## src/auxmx_pkg.sv

```systemverilog
// constants for the auxiliary channel multiplexer selection block
package auxmx_pkg;
  localparam int ADDR_W = 8;
  localparam int DATA_W = 8;
  localparam int SEL_W = 5;
  localparam logic [7:0] OFS_SLOT1_NEG = 8'heb;
  localparam logic [7:0] OFS_SLOT1_POS = 8'hec;
  localparam logic [7:0] OFS_SLOT2_NEG = 8'hed;
  localparam logic [7:0] OFS_SLOT2_POS = 8'hee;
  localparam logic [7:0] OFS_FAST_NEG = 8'hf3;
  localparam logic [7:0] OFS_FAST_POS = 8'hf4;
  localparam logic [7:0] OFS_FAST_CTRL = 8'hf5;
  localparam logic [4:0] SEL_RESET = 5'h00;
  localparam logic [4:0] SEL_GROUND = 5'h00;
  localparam int FC_CONT_BIT = 0;
  localparam int FC_AUX_BIT = 1;
  localparam logic [1:0] FC_RESET = 2'h0;
  localparam logic [7:0] RDATA_ZERO = 8'h00;
  localparam int CLK_PERIOD_NS = 25;
  localparam int FAST_START_US = 2;
  localparam int FAST_START_CYC = (FAST_START_US * 1000) / CLK_PERIOD_NS;
  localparam int CNT_W = 8;
  typedef enum logic [1:0] {
    AUXMX_SLOW = 2'b00,
    AUXMX_START = 2'b01,
    AUXMX_FAST = 2'b11
  } auxmx_state_e;
endpackage

```

## src/auxmx_select.sv

```systemverilog
// register bank and input selection for the auxiliary conversion channel
// What this block does
// - slow mode alternates two slots round robin
// - each slot has own positive/negative 5-bit code
// - fast mode converts one single differential pair
// - fast pair from fast select registers only
// - selection frozen while continuous fast runs
// - slot1 negative select at 0xeb, resets zero
// - slot1 positive select at 0xec, resets zero
// - slot2 negative select at 0xed, resets zero
// - slot2 positive select at 0xee, resets zero
// - fast negative select at 0xf3, resets zero
// - fast positive select at 0xf4, resets zero
// - fast conversion starts after enable edge or trigger
`timescale 1ns/1ps
module auxmx_select #(
  parameter int START_CYC = auxmx_pkg::FAST_START_CYC
) (
  input wire logic mclk,
  input wire logic rstn,
  input wire logic [auxmx_pkg::ADDR_W-1:0] reg_addr,
  input wire logic [auxmx_pkg::DATA_W-1:0] reg_wdata,
  input wire logic reg_wr,
  input wire logic reg_rd,
  output logic [auxmx_pkg::DATA_W-1:0] reg_rdata,
  input wire logic conv_trigger,
  input wire logic conv_done,
  output logic [auxmx_pkg::SEL_W-1:0] pos_sel,
  output logic [auxmx_pkg::SEL_W-1:0] neg_sel,
  output logic [(1<<auxmx_pkg::SEL_W)-1:0] pos_onehot,
  output logic [(1<<auxmx_pkg::SEL_W)-1:0] neg_onehot,
  output logic slot_is_two,
  output logic fast_mode,
  output logic fast_start,
  output logic sel_locked
);
  localparam int NIN = 1 << auxmx_pkg::SEL_W;
  localparam logic [auxmx_pkg::CNT_W-1:0] START_LOAD = START_CYC[auxmx_pkg::CNT_W-1:0];
  localparam logic [auxmx_pkg::CNT_W-1:0] CNT_ONE = 8'h01;
  localparam logic [auxmx_pkg::CNT_W-1:0] CNT_ZERO = 8'h00;

  logic [4:0] s1n_reg;
  logic [4:0] s1p_reg;
  logic [4:0] s2n_reg;
  logic [4:0] s2p_reg;
  logic [4:0] fn_reg;
  logic [4:0] fp_reg;
  logic [1:0] fctrl_reg;
  logic cont_prev_reg;
  logic slot_reg;
  logic [4:0] pos_reg;
  logic [4:0] neg_reg;
  logic [4:0] fpos_hold_reg;
  logic [4:0] fneg_hold_reg;
  logic [7:0] rdata_reg;
  logic start_reg;
  logic [auxmx_pkg::CNT_W-1:0] cnt_reg;
  logic [auxmx_pkg::CNT_W-1:0] cnt_next;
  auxmx_pkg::auxmx_state_e state_reg;
  auxmx_pkg::auxmx_state_e state_next;
  logic lock_reg;
  logic fast_reg;

  // address decode
  wire wr_s1n = reg_wr && (reg_addr == auxmx_pkg::OFS_SLOT1_NEG);
  wire wr_s1p = reg_wr && (reg_addr == auxmx_pkg::OFS_SLOT1_POS);
  wire wr_s2n = reg_wr && (reg_addr == auxmx_pkg::OFS_SLOT2_NEG);
  wire wr_s2p = reg_wr && (reg_addr == auxmx_pkg::OFS_SLOT2_POS);
  wire wr_fn = reg_wr && (reg_addr == auxmx_pkg::OFS_FAST_NEG);
  wire wr_fp = reg_wr && (reg_addr == auxmx_pkg::OFS_FAST_POS);
  wire wr_fc = reg_wr && (reg_addr == auxmx_pkg::OFS_FAST_CTRL);
  wire [4:0] wsel = reg_wdata[auxmx_pkg::SEL_W-1:0];

  // fast control bits
  wire cont_en = fctrl_reg[auxmx_pkg::FC_CONT_BIT];
  wire aux_fast_en = fctrl_reg[auxmx_pkg::FC_AUX_BIT];
  wire cont_rise = cont_en && !cont_prev_reg;
  wire start_req = aux_fast_en && (cont_rise || conv_trigger);
  wire in_slow = (state_reg == auxmx_pkg::AUXMX_SLOW);

  // read mux, narrow codes in the low bits, upper bits read zero
  logic [7:0] rd_mux;
  always_comb
  begin
    rd_mux = auxmx_pkg::RDATA_ZERO;
    case (reg_addr)
      auxmx_pkg::OFS_SLOT1_NEG: rd_mux = {3'h0, s1n_reg};
      auxmx_pkg::OFS_SLOT1_POS: rd_mux = {3'h0, s1p_reg};
      auxmx_pkg::OFS_SLOT2_NEG: rd_mux = {3'h0, s2n_reg};
      auxmx_pkg::OFS_SLOT2_POS: rd_mux = {3'h0, s2p_reg};
      auxmx_pkg::OFS_FAST_NEG: rd_mux = {3'h0, fn_reg};
      auxmx_pkg::OFS_FAST_POS: rd_mux = {3'h0, fp_reg};
      auxmx_pkg::OFS_FAST_CTRL: rd_mux = {6'h00, fctrl_reg};
      default: rd_mux = auxmx_pkg::RDATA_ZERO;
    endcase
  end

  // mode sequencer
  always_comb
  begin
    state_next = state_reg;
    cnt_next = cnt_reg;
    case (state_reg)
      auxmx_pkg::AUXMX_SLOW:
      begin
        if (start_req)
        begin
          state_next = auxmx_pkg::AUXMX_START;
          cnt_next = START_LOAD;
        end
      end
      auxmx_pkg::AUXMX_START:
      begin
        if (cnt_reg <= CNT_ONE)
        begin
          state_next = auxmx_pkg::AUXMX_FAST;
          cnt_next = CNT_ZERO;
        end
        else
        begin
          cnt_next = cnt_reg - CNT_ONE;
        end
      end
      auxmx_pkg::AUXMX_FAST:
      begin
        // a single triggered conversion, or a series just disabled, ends here
        if (conv_done && !(cont_en && aux_fast_en))
          state_next = auxmx_pkg::AUXMX_SLOW;
      end
      default:
      begin
        state_next = auxmx_pkg::AUXMX_SLOW;
        cnt_next = CNT_ZERO;
      end
    endcase
  end

  // next values; a write hits one register, unmapped offsets change nothing
  wire [4:0] s1n_next = wr_s1n ? wsel : s1n_reg;
  wire [4:0] s1p_next = wr_s1p ? wsel : s1p_reg;
  wire [4:0] s2n_next = wr_s2n ? wsel : s2n_reg;
  wire [4:0] s2p_next = wr_s2p ? wsel : s2p_reg;
  wire [4:0] fn_next = wr_fn ? wsel : fn_reg;
  wire [4:0] fp_next = wr_fp ? wsel : fp_reg;
  wire [1:0] wfc = reg_wdata[auxmx_pkg::FC_AUX_BIT:auxmx_pkg::FC_CONT_BIT];
  wire [1:0] fctrl_next = wr_fc ? wfc : fctrl_reg;
  wire [7:0] rdata_next = reg_rd ? rd_mux : auxmx_pkg::RDATA_ZERO;

  // status comes from next values, so the flip-flops agree with the state
  wire fast_next = (state_next == auxmx_pkg::AUXMX_FAST);
  wire start_next = (state_reg == auxmx_pkg::AUXMX_START) &&
                    (state_next == auxmx_pkg::AUXMX_FAST);
  // a running continuous fast series freezes the pair it started with
  wire lock_next = (state_next != auxmx_pkg::AUXMX_SLOW) &&
                   fctrl_next[auxmx_pkg::FC_CONT_BIT] &&
                   fctrl_next[auxmx_pkg::FC_AUX_BIT];
  // slot moves only on slow conversions; a fast burst resumes the round
  // where it paused, so neither slot is skipped
  wire slot_next = (in_slow && conv_done) ? !slot_reg : slot_reg;
  wire [4:0] fpos_hold_next = lock_reg ? fpos_hold_reg : fp_reg;
  wire [4:0] fneg_hold_next = lock_reg ? fneg_hold_reg : fn_reg;

  // applied pair: the active slot in the slow state, else the fast pair (start and fast states)
  wire [4:0] fast_pos = lock_reg ? fpos_hold_reg : fp_reg;
  wire [4:0] fast_neg = lock_reg ? fneg_hold_reg : fn_reg;
  wire [4:0] slow_pos = slot_reg ? s2p_reg : s1p_reg;
  wire [4:0] slow_neg = slot_reg ? s2n_reg : s1n_reg;
  wire [4:0] pos_next = in_slow ? slow_pos : fast_pos;
  wire [4:0] neg_next = in_slow ? slow_neg : fast_neg;

  // register file
  always_ff @(posedge mclk or negedge rstn)
  begin
    if (!rstn)
      s1n_reg <= auxmx_pkg::SEL_RESET;
    else
      s1n_reg <= s1n_next;
  end

  always_ff @(posedge mclk or negedge rstn)
  begin
    if (!rstn)
      s1p_reg <= auxmx_pkg::SEL_RESET;
    else
      s1p_reg <= s1p_next;
  end

  always_ff @(posedge mclk or negedge rstn)
  begin
    if (!rstn)
      s2n_reg <= auxmx_pkg::SEL_RESET;
    else
      s2n_reg <= s2n_next;
  end

  always_ff @(posedge mclk or negedge rstn)
  begin
    if (!rstn)
      s2p_reg <= auxmx_pkg::SEL_RESET;
    else
      s2p_reg <= s2p_next;
  end

  always_ff @(posedge mclk or negedge rstn)
  begin
    if (!rstn)
      fn_reg <= auxmx_pkg::SEL_RESET;
    else
      fn_reg <= fn_next;
  end

  always_ff @(posedge mclk or negedge rstn)
  begin
    if (!rstn)
      fp_reg <= auxmx_pkg::SEL_RESET;
    else
      fp_reg <= fp_next;
  end

  always_ff @(posedge mclk or negedge rstn)
  begin
    if (!rstn)
      fctrl_reg <= auxmx_pkg::FC_RESET;
    else
      fctrl_reg <= fctrl_next;
  end

  // read data stands only in the cycle after the strobe
  always_ff @(posedge mclk or negedge rstn)
  begin
    if (!rstn)
      rdata_reg <= auxmx_pkg::RDATA_ZERO;
    else
      rdata_reg <= rdata_next;
  end

  always_ff @(posedge mclk or negedge rstn)
  begin
    if (!rstn)
    begin
      state_reg <= auxmx_pkg::AUXMX_SLOW;
      cnt_reg <= CNT_ZERO;
    end
    else
    begin
      state_reg <= state_next;
      cnt_reg <= cnt_next;
    end
  end

  // edge detect starts low, so leaving reset never fakes a rising edge
  always_ff @(posedge mclk or negedge rstn)
  begin
    if (!rstn)
      cont_prev_reg <= 1'b0;
    else
      cont_prev_reg <= cont_en;
  end

  always_ff @(posedge mclk or negedge rstn)
  begin
    if (!rstn)
      start_reg <= 1'b0;
    else
      start_reg <= start_next;
  end

  always_ff @(posedge mclk or negedge rstn)
  begin
    if (!rstn)
      fast_reg <= 1'b0;
    else
      fast_reg <= fast_next;
  end

  always_ff @(posedge mclk or negedge rstn)
  begin
    if (!rstn)
      lock_reg <= 1'b0;
    else
      lock_reg <= lock_next;
  end

  always_ff @(posedge mclk or negedge rstn)
  begin
    if (!rstn)
      slot_reg <= 1'b0;
    else
      slot_reg <= slot_next;
  end

  // hold copy follows the registers until the series locks
  always_ff @(posedge mclk or negedge rstn)
  begin
    if (!rstn)
      fpos_hold_reg <= auxmx_pkg::SEL_RESET;
    else
      fpos_hold_reg <= fpos_hold_next;
  end

  always_ff @(posedge mclk or negedge rstn)
  begin
    if (!rstn)
      fneg_hold_reg <= auxmx_pkg::SEL_RESET;
    else
      fneg_hold_reg <= fneg_hold_next;
  end

  always_ff @(posedge mclk or negedge rstn)
  begin
    if (!rstn)
      pos_reg <= auxmx_pkg::SEL_GROUND;
    else
      pos_reg <= pos_next;
  end

  always_ff @(posedge mclk or negedge rstn)
  begin
    if (!rstn)
      neg_reg <= auxmx_pkg::SEL_GROUND;
    else
      neg_reg <= neg_next;
  end

  // one-hot bits load from the next code, so they stay aligned with the codes
  // bit 0 of each one-hot vector is ground, bit n is input n
  genvar gi;
  generate
    for (gi = 0; gi < NIN; gi = gi + 1)
    begin : g_dec
      localparam logic [4:0] CODE = 5'(gi);
      localparam logic HOT_RESET = (CODE == auxmx_pkg::SEL_GROUND);
      logic pos_hot_reg;
      logic neg_hot_reg;
      always_ff @(posedge mclk or negedge rstn)
      begin
        if (!rstn)
        begin
          pos_hot_reg <= HOT_RESET;
          neg_hot_reg <= HOT_RESET;
        end
        else
        begin
          pos_hot_reg <= (pos_next == CODE);
          neg_hot_reg <= (neg_next == CODE);
        end
      end
      assign pos_onehot[gi] = pos_hot_reg;
      assign neg_onehot[gi] = neg_hot_reg;
    end
  endgenerate

  assign reg_rdata = rdata_reg;
  assign pos_sel = pos_reg;
  assign neg_sel = neg_reg;
  assign slot_is_two = slot_reg;
  assign fast_mode = fast_reg;
  assign fast_start = start_reg;
  assign sel_locked = lock_reg;
endmodule

```

## config.mk

```make
export PLATFORM = sky130hd
export DESIGN_NAME = auxmx_select
export DESIGN_NICKNAME = d
export VERILOG_FILES = /design/src/auxmx_pkg.sv /design/src/auxmx_select.sv
export SDC_FILE = /design/constraint.sdc
export NUM_CORES = 1
export LEC_CHECK = 0
export ABC_AREA = 0
export BUFFER_PORTS_ARGS = -buffer_cell sky130_fd_sc_hd__buf_2
export CELL_PAD_IN_SITES_DETAIL_PLACEMENT = 2
export CELL_PAD_IN_SITES_GLOBAL_PLACEMENT = 2
export CORE_MARGIN = 10
export CORE_UTILIZATION = 36
export CTS_BUF_LIST = sky130_fd_sc_hd__clkbuf_8 sky130_fd_sc_hd__clkbuf_16
export DETAILED_ROUTE_END_ITERATION = 6
export PLACE_DENSITY = 0.78
export SLEW_MARGIN = 30
export SYNTH_ARGS = -nofsm -noshare
export SYNTH_HDL_FRONTEND = slang
export SYNTH_SLANG_ARGS = --single-unit
```

## constraint.sdc

```tcl
create_clock -name mclk -period 1.9 [get_ports mclk]
set_input_delay 0.38 -clock mclk [delete_from_list [all_inputs] [get_ports mclk]]
set_output_delay 0.38 -clock mclk [all_outputs]
set_load 0.02 [all_outputs]
```

== Word-level counts from Yosys, hierarchy flattened ==
Index checks and enable logic that the tools add are counted.
Word-level totals
  input bits: 22
  flip-flop bits (word level): 139
  word-level logic and storage cells: 199
  output and inout bits: 86
Operators by class
  $add $sub $neg: 1
  reductions and logical operators: 24
  magnitude comparators: 1
  muxes and demuxes: 16
  bitwise gates (word level): 1
  eq/ne operators: 73
Operators with widths (count)
  5-bit == test (second input constant): 32
  5-bit by 4-bit == test with 1-bit output (second input constant): 16
  8-bit == test (second input constant): 7
  5-bit by 3-bit == test with 1-bit output (second input constant): 8
  5-bit case mux with 7 select lines: 1
  5-bit 2-to-1 mux: 6
  8-bit 2-to-1 mux: 3
  8-bit case mux with 3 select lines: 1
  5-bit by 2-bit == test with 1-bit output (second input constant): 4
  1-bit logical AND: 15
  5-bit by 1-bit == test with 1-bit output (second input constant): 2
  5-bit logical NOT: 2
  8-bit by 1-bit <= comparator with 1-bit output (second input constant): 1
  2-bit 2-to-1 mux: 4
  8-bit by 1-bit subtractor with 8-bit output (second input constant): 1
  2-bit case mux with 3 select lines: 1
  2-bit == test (second input constant): 2
  1-bit logical NOT: 3
  2-bit by 1-bit == test with 1-bit output (second input constant): 1
  2-bit logical NOT: 1
  2-bit inequality test (second input constant): 1
  2-bit AND reduction: 1
  2-bit nonzero test: 1
  1-bit logical OR: 1
  1-bit inverter: 1

== Longest topological paths before layout ==
Gate-level depths: netlist of run 1.
  word-level depth: 9
  mapped depth: 8
  mapped depth without buffers: 7

== Worst setup path before layout of run 1 ==
OpenSTA, ideal clock, no wires.
  path kind: register to register
  start point: reg lock_reg (netlist: sel_locked)
  end point: reg g_dec[25].pos_hot_reg
  cell stages (with the launch flop): 7
  path slack: 0.207 ns
  arrival time: 1.557 ns
  required time: 1.764 ns
  path buffers: 1
  cells stage by stage: dfrtp_1 > buf_6 > mux2_2 > nor3b_1 > a31oi_1 > nand2b_1 > nor2_1
On the way
  cells in the longest elaborated chain, start to end: 3
Ends and longest elaborated chain
  start: declaration: line auxmx_select.sv:61  | logic lock_reg;
  start signal: assignment: line auxmx_select.sv:281  | lock_reg <= lock_next;
  5-bit 2-to-1 mux: line auxmx_select.sv:164  | wire [4:0] fast_pos = lock_reg ? fpos_hold_reg : fp_reg;
  net fast_pos[0]: line auxmx_select.sv:164
  5-bit 2-to-1 mux: line auxmx_select.sv:168  | wire [4:0] pos_next = in_slow ? slow_pos : fast_pos;
  5-bit == test: line auxmx_select.sv:344  | pos_hot_reg <= (pos_next == CODE);
  end signal: assignment: line auxmx_select.sv:344
  end: declaration: line auxmx_select.sv:333  | logic pos_hot_reg;
The timed path passes the listed nets, and every way through them passes these cells.
A chain may end at the register's enable or synchronous reset.

== Final worst setup path of run 1 ==
  start point: reg lock_reg (netlist: sel_locked)
  end point: reg g_dec[13].neg_hot_reg
On the way
  cells in the longest elaborated chain, start to end: 3
Ends and longest elaborated chain
  5-bit 2-to-1 mux: line auxmx_select.sv:165  | wire [4:0] fast_neg = lock_reg ? fneg_hold_reg : fn_reg;
  net fast_neg[1]: line auxmx_select.sv:165
  5-bit 2-to-1 mux: line auxmx_select.sv:169  | wire [4:0] neg_next = in_slow ? slow_neg : fast_neg;
  5-bit by 4-bit == test with 1-bit output: line auxmx_select.sv:345  | neg_hot_reg <= (neg_next == CODE);
  end signal: assignment: line auxmx_select.sv:345
  end: declaration: line auxmx_select.sv:334  | logic neg_hot_reg;
The timed path passes the listed nets, and every way through them passes these cells.

==> results of run 1 <==
==> repair_timing <==
action,CTS,global route
setup endpoints to repair,28,52
cloned,0,0
endpoints found under the hold margin,37,0
pin swaps,0,1
gates resized for setup,4,7
hold buffers,1,0
==> worst reg2reg max path: stages (launching register included) <==
cell and delay, ns:
dfrtp_1 0.41, buf_12 0.16, mux2i_1 0.29, inv_1 0.17
o31ai_1 0.42, nand2_1 0.18, nor2_1 0.13
==> routing by layer <==
layer	vias to the layer above	track usage (%)
li1	1948	-
met1	2150	19.2
met2	104	25.1
met3	19	4.47
met4	0	5.20
met5	-	0
==> per-stage QoR <==
stage	setup TNS, ns	hold WS [ns]	instances	setup slack, ns
floorplan	0	0.0844	554	0.207
global placement	-0.00392	0.326	824	-0.00392
detailed placement	-1.33	0.331	824	-0.158
CTS	0	0.254	856	0.0189
global route	-1.34	0.252	856	-0.0849
finish	0	0.260	856	0.0743
==> path summary, 6_finish.rpt <==
kind / end / slack (ns)
worst min-delay path: slot_is_two / 0.26
max in group asynchronous: slot_is_two / 0.79
worst max-delay path: g_dec[13].neg_hot_reg / 0.07
worst max register to register: g_dec[13].neg_hot_reg / 0.07
min in group asynchronous: fn_reg[3] / 0.45
worst min register to register: cont_prev_reg / 0.50
==> power groups by stage <==
stage               combinational (mW)  clock [mW]  sequential [mW]
floorplan                         1.61           0             3.53
global placement                  2.24           0             3.48
detailed placement                2.38           0             3.49
CTS                               2.46        3.41             3.46
global route                      2.74        3.56             3.51
finish                            2.47        3.34             3.48
==> placed cells by master (no fill, tap or decap), types with 4 or more instances in the layout <==
master      synthesis  layout
o31a_1              6       6
nor2_2              2       4
a22oi_1             5       5
nor3b_1             4       4
nand2b_1            4       4
nor2b_1             6       6
o31ai_1             5       5
buf_2               6     100
nor2_1             89      87
o21ai_0            14      14
a31oi_2             5       4
mux2i_1            14      13
xor2_1              4       4
mux2_2             41      41
a22o_1              6       6
buf_4              72      30
clkbuf_16           0      17
a21oi_1            18      18
clkinvlp_4          0       4
nand3_1            14      14
dfrtp_1           134     133
a31oi_1             5       4
and3_1              6       6
nand3b_1            5       5
inv_1              11      12
nand2_1            26      25
nor3_1             11      10
==> cell type report <==
cell class / instances / area, sq um
inverter: 11 / 41.3
sequential: 136 / 3410
timing repair buffer: 135 / 807
multi-input combinational: 323 / 2160
clock inverter: 12 / 151
tap: 220 / 275
fill: 1761 / 9410
clock buffer: 19 / 453
==> synth_stat cells, drive strengths merged, types with 10 or more instances <==
cell type / n
nor2: 91
mux2: 42
o21ai: 14
inv: 11
dfrtp: 134
buf: 82
a31oi: 10
nand3: 14
nor3: 14
mux2i: 16
a21oi: 18
nand2: 26
==> kinds of logic (layout without fill, tap and decap cells) <==
group | after synthesis | in the layout | share of synthesized area (%)
simple gates | 180 | 180 | 13.7
flops | 136 | 136 | 55.1
buf+inv | 95 | 177 | 10.9
compound gates | 74 | 74 | 8.49
mux | 58 | 58 | 10.4
xor+xnor | 6 | 6 | 0.851
fa+ha+maj | 2 | 2 | 0.405
other cells | 1 | 3 | 0.0607
==> flow_summary.json, run 1 <==
{
  "status": "completed",
  "cts_made_buffers": 17,
  "ff2ff_path_depth": 6,
  "cp-end-kind": "register",
  "cp.required_ns": 2.25,
  "critPathBufInv": 2,
  "route.met3.wl_mm": 1.02,
  "slew_violations": 0,
  "power.share.clock_pct": 36.0,
  "synthArstFlopShare_pct": 100,
  "maxCapViolCount": 0,
  "grt_pass1_vias": 4844,
  "routed_via_density": 4.93,
  "overflow": 0,
  "initial_utilization_pct": 37.0,
  "placed_area_sq_mm": 0.00663,
  "die_h_um": 151,
  "irDropWorstVdd_mv": 0.698,
  "synthCells": 552,
  "wire_per_inst_um": 19.9,
  "worst_path_max_delay_cell": "dfrtp_1",
  "start_kind": "register",
  "r2r_start": "sel_locked",
  "rsz0062_at_grt": "yes",
  "drc": 0,
  "cts_buffer_depth": 2,
  "critical_path.startpoint": "sel_locked",
  "wl_met2_mm": 8.11,
  "dieArea_sq_mm": 0.0228,
  "chipWidth_um": 151,
  "grt_max_degree": 57,
  "area_delta_synth_final_pct": 18.1,
  "synthFlopType": "dfrtp_1",
  "setup_viol": 0,
  "p_int_mw": 6.20,
  "drive_above_1_share_pct": 36.5,
  "wl_met1_mm": 7.65,
  "design_area_sq_mm": 0.00729,
  "power_leakage_nw": 3.69,
  "clock.fmax_mhz": 548,
  "p_total_mw": 9.29,
  "clk_latency_ns": 0.42,
  "dp_hpwl_mm": 12.3,
  "crit_chain": "buf_12 > mux2i_1 > inv_1 > o31ai_1 > nand2_1 > nor2_1",
  "crit_fanout": 10,
  "clk_pin_slew_ns": 0.06,
  "cts_tree": "built",
  "grt.total_usage_pct": 15.4,
  "antenna_left": 0,
  "core-area_sq_mm": 0.0167,
  "cts-root-buf": "clkbuf_16",
  "min_path_type": "primary input to register",
  "p_switching_mw": 3.09,
  "crit_type": "register to register",
  "drt-initial-drc-count": 222,
  "hold_violations": 0,
  "p_comb_share_pct": 26.6,
  "yosys-top-cells-area": "dfrtp_1 (54%), buf_4 (8.8%), mux2_2 (7.5%)",
  "antenna_found_initial": 1,
  "fin_nets": 648,
  "rows": 47,
  "antenna_cells": 0,
  "max_stage_delay_ns": 0.41,
  "clock_sinks": 136,
  "htree_levels": 4,
  "worstSetupPathDepth": 6,
  "dr.max_layer_used": "met4",
  "synthesis.area_sq_mm": 0.00618,
  "firstDrtPassIters": 4,
  "synth_cell_type_count": 51,
  "yosys_warnings": 0,
  "seq_area_frac_synth_pct": 55.1,
  "finalClockSkew_ns": 0.00730,
  "yosysTopAreaCellShare_pct": 54.3,
  "postCtsSetupBuffers": 0,
  "gp_congestion": 0.817,
  "port_buffers": 101,
  "boundaryPins": 108,
  "synth_edf_count": 0,
  "switching_share_pct": 33.2,
  "power_density_mw_per_mm2": 1270,
  "syn_area_per_cell_sq_um": 11.2,
  "p_seq_share_pct": 37.4,
  "period_share_pct": 96.1,
  "min_period_ns": 1.83,
  "crit_family": "flip-flops",
  "critPathArrivalTime_ns": 2.17,
  "hold_path_depth": 3,
  "route.final.wire_length_mm": 17.0,
  "synth_top_area_cell": "dfrtp_1",
  "grt_pass1_wl_mm": 27.4,
  "hold_start": "conv_done",
  "via_count": 4221,
  "ys_ff_latch": 136,
  "final_util_pct": 43.7
}
Power figures use the tool's default switching activity.
==> run 2: changes to the inputs <==
==> constraint.sdc (replaced) <==
create_clock -name mclk -period 1.9 [get_ports mclk]
set_input_delay 0.285 -clock mclk [delete_from_list [all_inputs] [get_ports mclk]]
set_output_delay 0.285 -clock mclk [all_outputs]
set_load 0.02 [all_outputs]
==> flow_summary.json, run 2 (synthesis gave the netlist of run 1 again) <==
{
  "setup_viol": 0,
  "clk_pin_slew_ns": 0.06,
  "worst_slew_pin_slew_ns": 0.528,
  "antenna_cells": 0,
  "grt.total_usage_pct": 16.2,
  "clock_sinks": 136,
  "seqCellArea_sq_mm": 0.00341,
  "grt_pass1_wl_mm": 28.6,
  "rsz0062_at_grt": "yes",
  "slew_violations": 0,
  "via_count": 4282,
  "cts_tree": "built",
  "p_total_mw": 9.44,
  "cp_common_cell": "buf_4",
  "area_delta_synth_final_pct": 18.8,
  "drt-initial-drc-count": 215,
  "place_ws_ns": -0.110,
  "cts_buffer_depth": 2,
  "maxCapViolCount": 0,
  "timing.final.ws_setup_ns": 0.0934,
  "period_share_pct": 95.1,
  "initial_utilization_pct": 37.0,
  "firstDrtPassIters": 4,
  "overflow": 0,
  "clock.fmax_mhz": 554,
  "cp-end-kind": "register",
  "r2r_start": "slot_is_two",
  "routed_via_density": 4.98,
  "hold_violations": 0,
  "slew_headroom_pct": 64.8,
  "min_period_ns": 1.81,
  "critical_path.startpoint": "slot_is_two",
  "met2_usage_pct": 27.1,
  "holdWs_ns": 0.205,
  "clk_latency_ns": 0.43,
  "worst_path_max_delay_cell": "dfrtp_2",
  "power_leakage_nw": 3.72,
  "grt_pass1_vias": 5037,
  "crit_type": "register to register",
  "n_fill_cell": 1754,
  "die_h_um": 151,
  "drive_above_1_share_pct": 37.7,
  "crit_family": "buffers and inverters",
  "rows": 47,
  "grt_max_degree": 57,
  "cts_made_buffers": 17,
  "top_usage_layer": "met2",
  "min_path_type": "primary input to register",
  "antenna_found_initial": 0,
  "finalClockSkew_ns": 0.0111,
  "chipWidth_um": 151,
  "dp_hpwl_mm": 12.6,
  "irDropWorstVdd_mv": 0.696,
  "crit_chain": "buf_4 > buf_4 > mux2i_1 > buf_4 > nor3_1 > a31oi_2 > buf_4 > nor2_1",
  "boundaryPins": 108,
  "antenna_left": 0,
  "port_buffers": 101,
  "cp.required_ns": 2.19,
  "use_met1_pct": 19.5,
  "route.final.wire_length_mm": 17.5,
  "htree_levels": 4,
  "drc": 0,
  "power_density_mw_per_mm2": 1290,
  "dieArea_sq_mm": 0.0228,
  "wire_per_inst_um": 20.3,
  "multiInputGateArea_sq_mm": 0.00216,
  "max_stage_delay_ns": 0.48,
  "fin_nets": 652,
  "final_cell_mix": "dfrtp_1 (133), buf_2 (100), nor2_1 (87)",
  "globalRouteMet3Util_pct": 5.34,
  "status": "completed",
  "cts-root-buf": "clkbuf_16",
  "hold_start": "reg_wdata[4]",
  "core-area_sq_mm": 0.0167,
  "placedCellCount": 824,
  "crit_fanout": 8,
  "start_kind": "register",
  "critPathArrivalTime_ns": 2.10,
  "critPathBufInv": 4,
  "gp_congestion": 0.819,
  "final_common_cell": "dfrtp_1",
  "final_cells": 860
}
[run 2: cell types whose count changed in the layout (fill, tap and decap cells not counted), sizes merged]
| cell | delta |
|---|---|
| buf | +4 |
| inv | +1 |
| clkinv | +1 |
| clkinvlp | -3 |
| clkbuf | +1 |
[run 2: worst register-to-register path: cells and delay by family (launching register included)]
kind | cells | cell delay [ns]
AO/OA/AOI/OAI | 1 | 0.15
multiplexers | 1 | 0.20
buffers and inverters | 4 | 0.72
AND/OR/NAND/NOR | 2 | 0.13
flip-flops | 1 | 0.48
[run 2: per-stage QoR]
step / utilization, % / cell area (sq um) / TNS [ns]
final: 43.9 / 7340 / 0
after global routing: 43.9 / 7340 / -0.0390
after CTS: 43.6 / 7280 / 0
after detailed placement: 39.7 / 6630 / -0.748
after global placement: 39.7 / 6630 / 0
after floorplan: - / 6180 / 0
[run 2: cell type report]
type	count	area share (%)
Inverter	11	0.563
Clock inverter	11	1.99
Sequential cell	136	46.4
Timing Repair Buffer	139	11.4
Clock buffer	20	6.36
Multi-Input combinational cell	323	29.5
Tap cell	220	3.75
[run 2: worst paths after layout]
| path | to | slack [ns] | depth (start not counted) |
|---|---|---|---|
| max | g_dec[28].pos_hot_reg | 0.09 | 8 |
| min | s1p_reg[4] | 0.21 | 2 |
| min reg2reg | cont_prev_reg | 0.50 | 0 |
| max reg2reg | g_dec[28].pos_hot_reg | 0.09 | 8 |
| min in group asynchronous | fneg_hold_reg[1] | 0.38 | 2 |
| max in group asynchronous | g_dec[0].pos_hot_reg | 0.80 | 3 |
[run 2: power by group]
part	total (mW)	switching [mW]	internal, mW
combinational	2.58	1.66	0.914
clock	3.40	1.24	2.16
sequential	3.46	0.232	3.22
total	9.44	3.14	6.30
[run 2: metal layers]
metal  vias up  part of all wire (%)
met5         -                     0
met4         0                  0.97
met3        15                   5.8
met1      2208                    43
li1       1966                     -
met2        93                    50
[run 2: timing repair]
| action | CTS | global route |
|---|---|---|
| endpoints found under the setup margin | 55 | 47 |
| hold buffers | 1 | 0 |
| setup buffers | 1 | 3 |
| pin swaps | 0 | 1 |
| resized for setup | 4 | 10 |
| gates cloned | 0 | 0 |
| hold endpoints to repair | 51 | 0 |
==> run 3: changes to the inputs <==
--- a/config.mk
+++ b/config.mk
@@ -9,7 +9,6 @@
 export BUFFER_PORTS_ARGS = -buffer_cell sky130_fd_sc_hd__buf_2
 export CELL_PAD_IN_SITES_DETAIL_PLACEMENT = 2
 export CELL_PAD_IN_SITES_GLOBAL_PLACEMENT = 2
-export CORE_MARGIN = 10
 export CORE_UTILIZATION = 36
 export CTS_BUF_LIST = sky130_fd_sc_hd__clkbuf_8 sky130_fd_sc_hd__clkbuf_16
 export DETAILED_ROUTE_END_ITERATION = 6
==> flow_summary.json, run 3 (synthesis gave the netlist of run 1 again) <==
{
  "clk_pin_slew_ns": 0.06,
  "clk_latency_ns": 0.43,
  "slew_headroom_pct": 67.7,
  "min_path_type": "primary input to register",
  "postCtsSetupBuffers": 0,
  "final_common_cell": "dfrtp_1",
  "drive_above_1_share_pct": 37.4,
  "hold_violations": 0,
  "p_switching_mw": 3.20,
  "p_int_mw": 6.11,
  "p_comb_share_pct": 27.4,
  "routed_via_density": 5.00,
  "setup_viol": 0,
  "power.share.clock_pct": 35.6,
  "crit_chain": "buf_12 > mux2i_1 > a31oi_1 > or2_1 > nor2_1",
  "rows": 47,
  "overflow": 0,
  "power_leakage_nw": 3.67,
  "finalClockSkew_ns": 0.00856,
  "slew_violations": 0,
  "port_buffers": 101,
  "htree_levels": 4,
  "globalRouteMet3Util_pct": 4.90,
  "placed_area_sq_mm": 0.00661,
  "worst_path_max_delay_cell": "mux2i_1",
  "dieArea_sq_mm": 0.0177,
  "core-area_sq_mm": 0.0166,
  "crit_fanout": 16,
  "antenna_left": 0,
  "fin_nets": 645,
  "switching_share_pct": 34.4,
  "multiInputGateArea_sq_mm": 0.00219,
  "cp.required_ns": 2.25,
  "final_util_pct": 43.9,
  "grt.total_usage_pct": 20.7,
  "final_cell_mix": "dfrtp_1 (133), buf_2 (100), nor2_1 (86)",
  "cts_buffer_depth": 2,
  "design_area_sq_mm": 0.00731,
  "drc": 0,
  "chipWidth_um": 133,
  "p_seq_share_pct": 37.0,
  "antenna_found_initial": 0,
  "grt_pass1_vias": 4848,
  "p_total_mw": 9.31,
  "grt_pass1_wl_mm": 27.6,
  "placedCellCount": 821,
  "critPathArrivalTime_ns": 2.23,
  "crit_family": "simple AND/OR/NAND/NOR gates",
  "initial_utilization_pct": 37.1,
  "min_period_ns": 1.88,
  "period_share_pct": 99.0,
  "cts-root-buf": "clkbuf_16",
  "power_density_mw_per_mm2": 1270,
  "die_h_um": 133,
  "start_kind": "register",
  "irDropWorstVdd_mv": 0.697,
  "area_delta_synth_final_pct": 18.4,
  "firstDrtPassIters": 4,
  "cts_tree": "built",
  "top_usage_layer": "met2",
  "met2_usage_pct": 35.7,
  "boundaryPins": 108,
  "gp_congestion": 0.838,
  "worst_slew_pin_slew_ns": 0.470,
  "final_cells": 854,
  "n_fill_cell": 1738,
  "wire_per_inst_um": 20.0,
  "maxCapViolCount": 0,
  "status": "completed",
  "clock_sinks": 136,
  "route.final.wire_length_mm": 17.1,
  "clock.fmax_mhz": 531,
  "grt_max_degree": 48,
  "crit_type": "register to register",
  "use_met1_pct": 25.4,
  "max_stage_delay_ns": 0.46,
  "drt-initial-drc-count": 221,
  "seqCellArea_sq_mm": 0.00341,
  "antenna_cells": 0,
  "cts_made_buffers": 17,
  "via_count": 4273,
  "critPathBufInv": 1,
  "dp_hpwl_mm": 11.8,
  "cp-end-kind": "register"
}
run 3: cell types whose count changed in the layout (fill, tap and decap cells not counted), moves of 2 or more:
cell / delta
mux2i_1: -2
mux2i_4: +2
buf_4: -9
clkinvlp_4: +4
run 3: path summary, 6_finish.rpt:
check	from	end	slack (ns)	depth (start not counted)
setup / recovery	slot_is_two	g_dec[3].pos_hot_reg	0.02	5
setup reg to reg	slot_is_two	g_dec[3].pos_hot_reg	0.02	5
max in group asynchronous	rstn	s1n_reg[1]	0.92	3
hold reg to reg	fctrl_reg[0]	cont_prev_reg	0.49	0
min in group asynchronous	rstn	g_dec[29].pos_hot_reg	0.32	2
hold / removal	conv_done	slot_is_two	0.17	3
run 3: per-layer routing:
layer	vias to the layer above	part of all wire, %
li1	1946	-
met1	2175	42
met2	127	51
met3	25	4.5
met4	0	2.0
met5	-	0
run 3: tightest hold or removal path: stages:
cell	delay, ns
buf_2	0.12
nand2_1	0.07
xnor2_1	0.07
run 3: timing repair:
item,4_1_cts,5_1_grt
endpoints found under the hold margin,23,0
pin swaps,0,1
setup endpoints to repair,19,50
hold buffers,1,0
resized for setup,6,13
run 3: cell type report:
cell class | count | area share, %
Tap cell | 220 | 3.76
Clock buffer | 19 | 6.19
Multi-Input combinational cell | 323 | 29.9
Clock inverter | 13 | 2.00
Inverter | 11 | 0.565
Timing Repair Buffer | 132 | 10.9
Sequential cell | 136 | 46.6
run 3: power by group through the flow:
stage	logic, mW	registers, mW	clock network (mW)
3_3_place_gp	2.29	3.44	0
4_1_cts	2.51	3.43	3.39
3_5_place_dp	2.42	3.47	0
5_1_grt	2.78	3.48	3.50
6_report	2.55	3.44	3.31
2_1_floorplan	1.61	3.53	0
run 3: metrics by stage:
step | setup slack [ns] | TNS (ns) | hold slack [ns]
finish | 0.0184 | 0 | 0.165
global route | -0.0702 | -0.180 | 0.163
CTS | -0.0120 | -0.0120 | 0.154
detailed placement | -0.174 | -0.956 | 0.230
global placement | 0.0808 | 0 | 0.224
floorplan | 0.207 | 0 | -0.0106
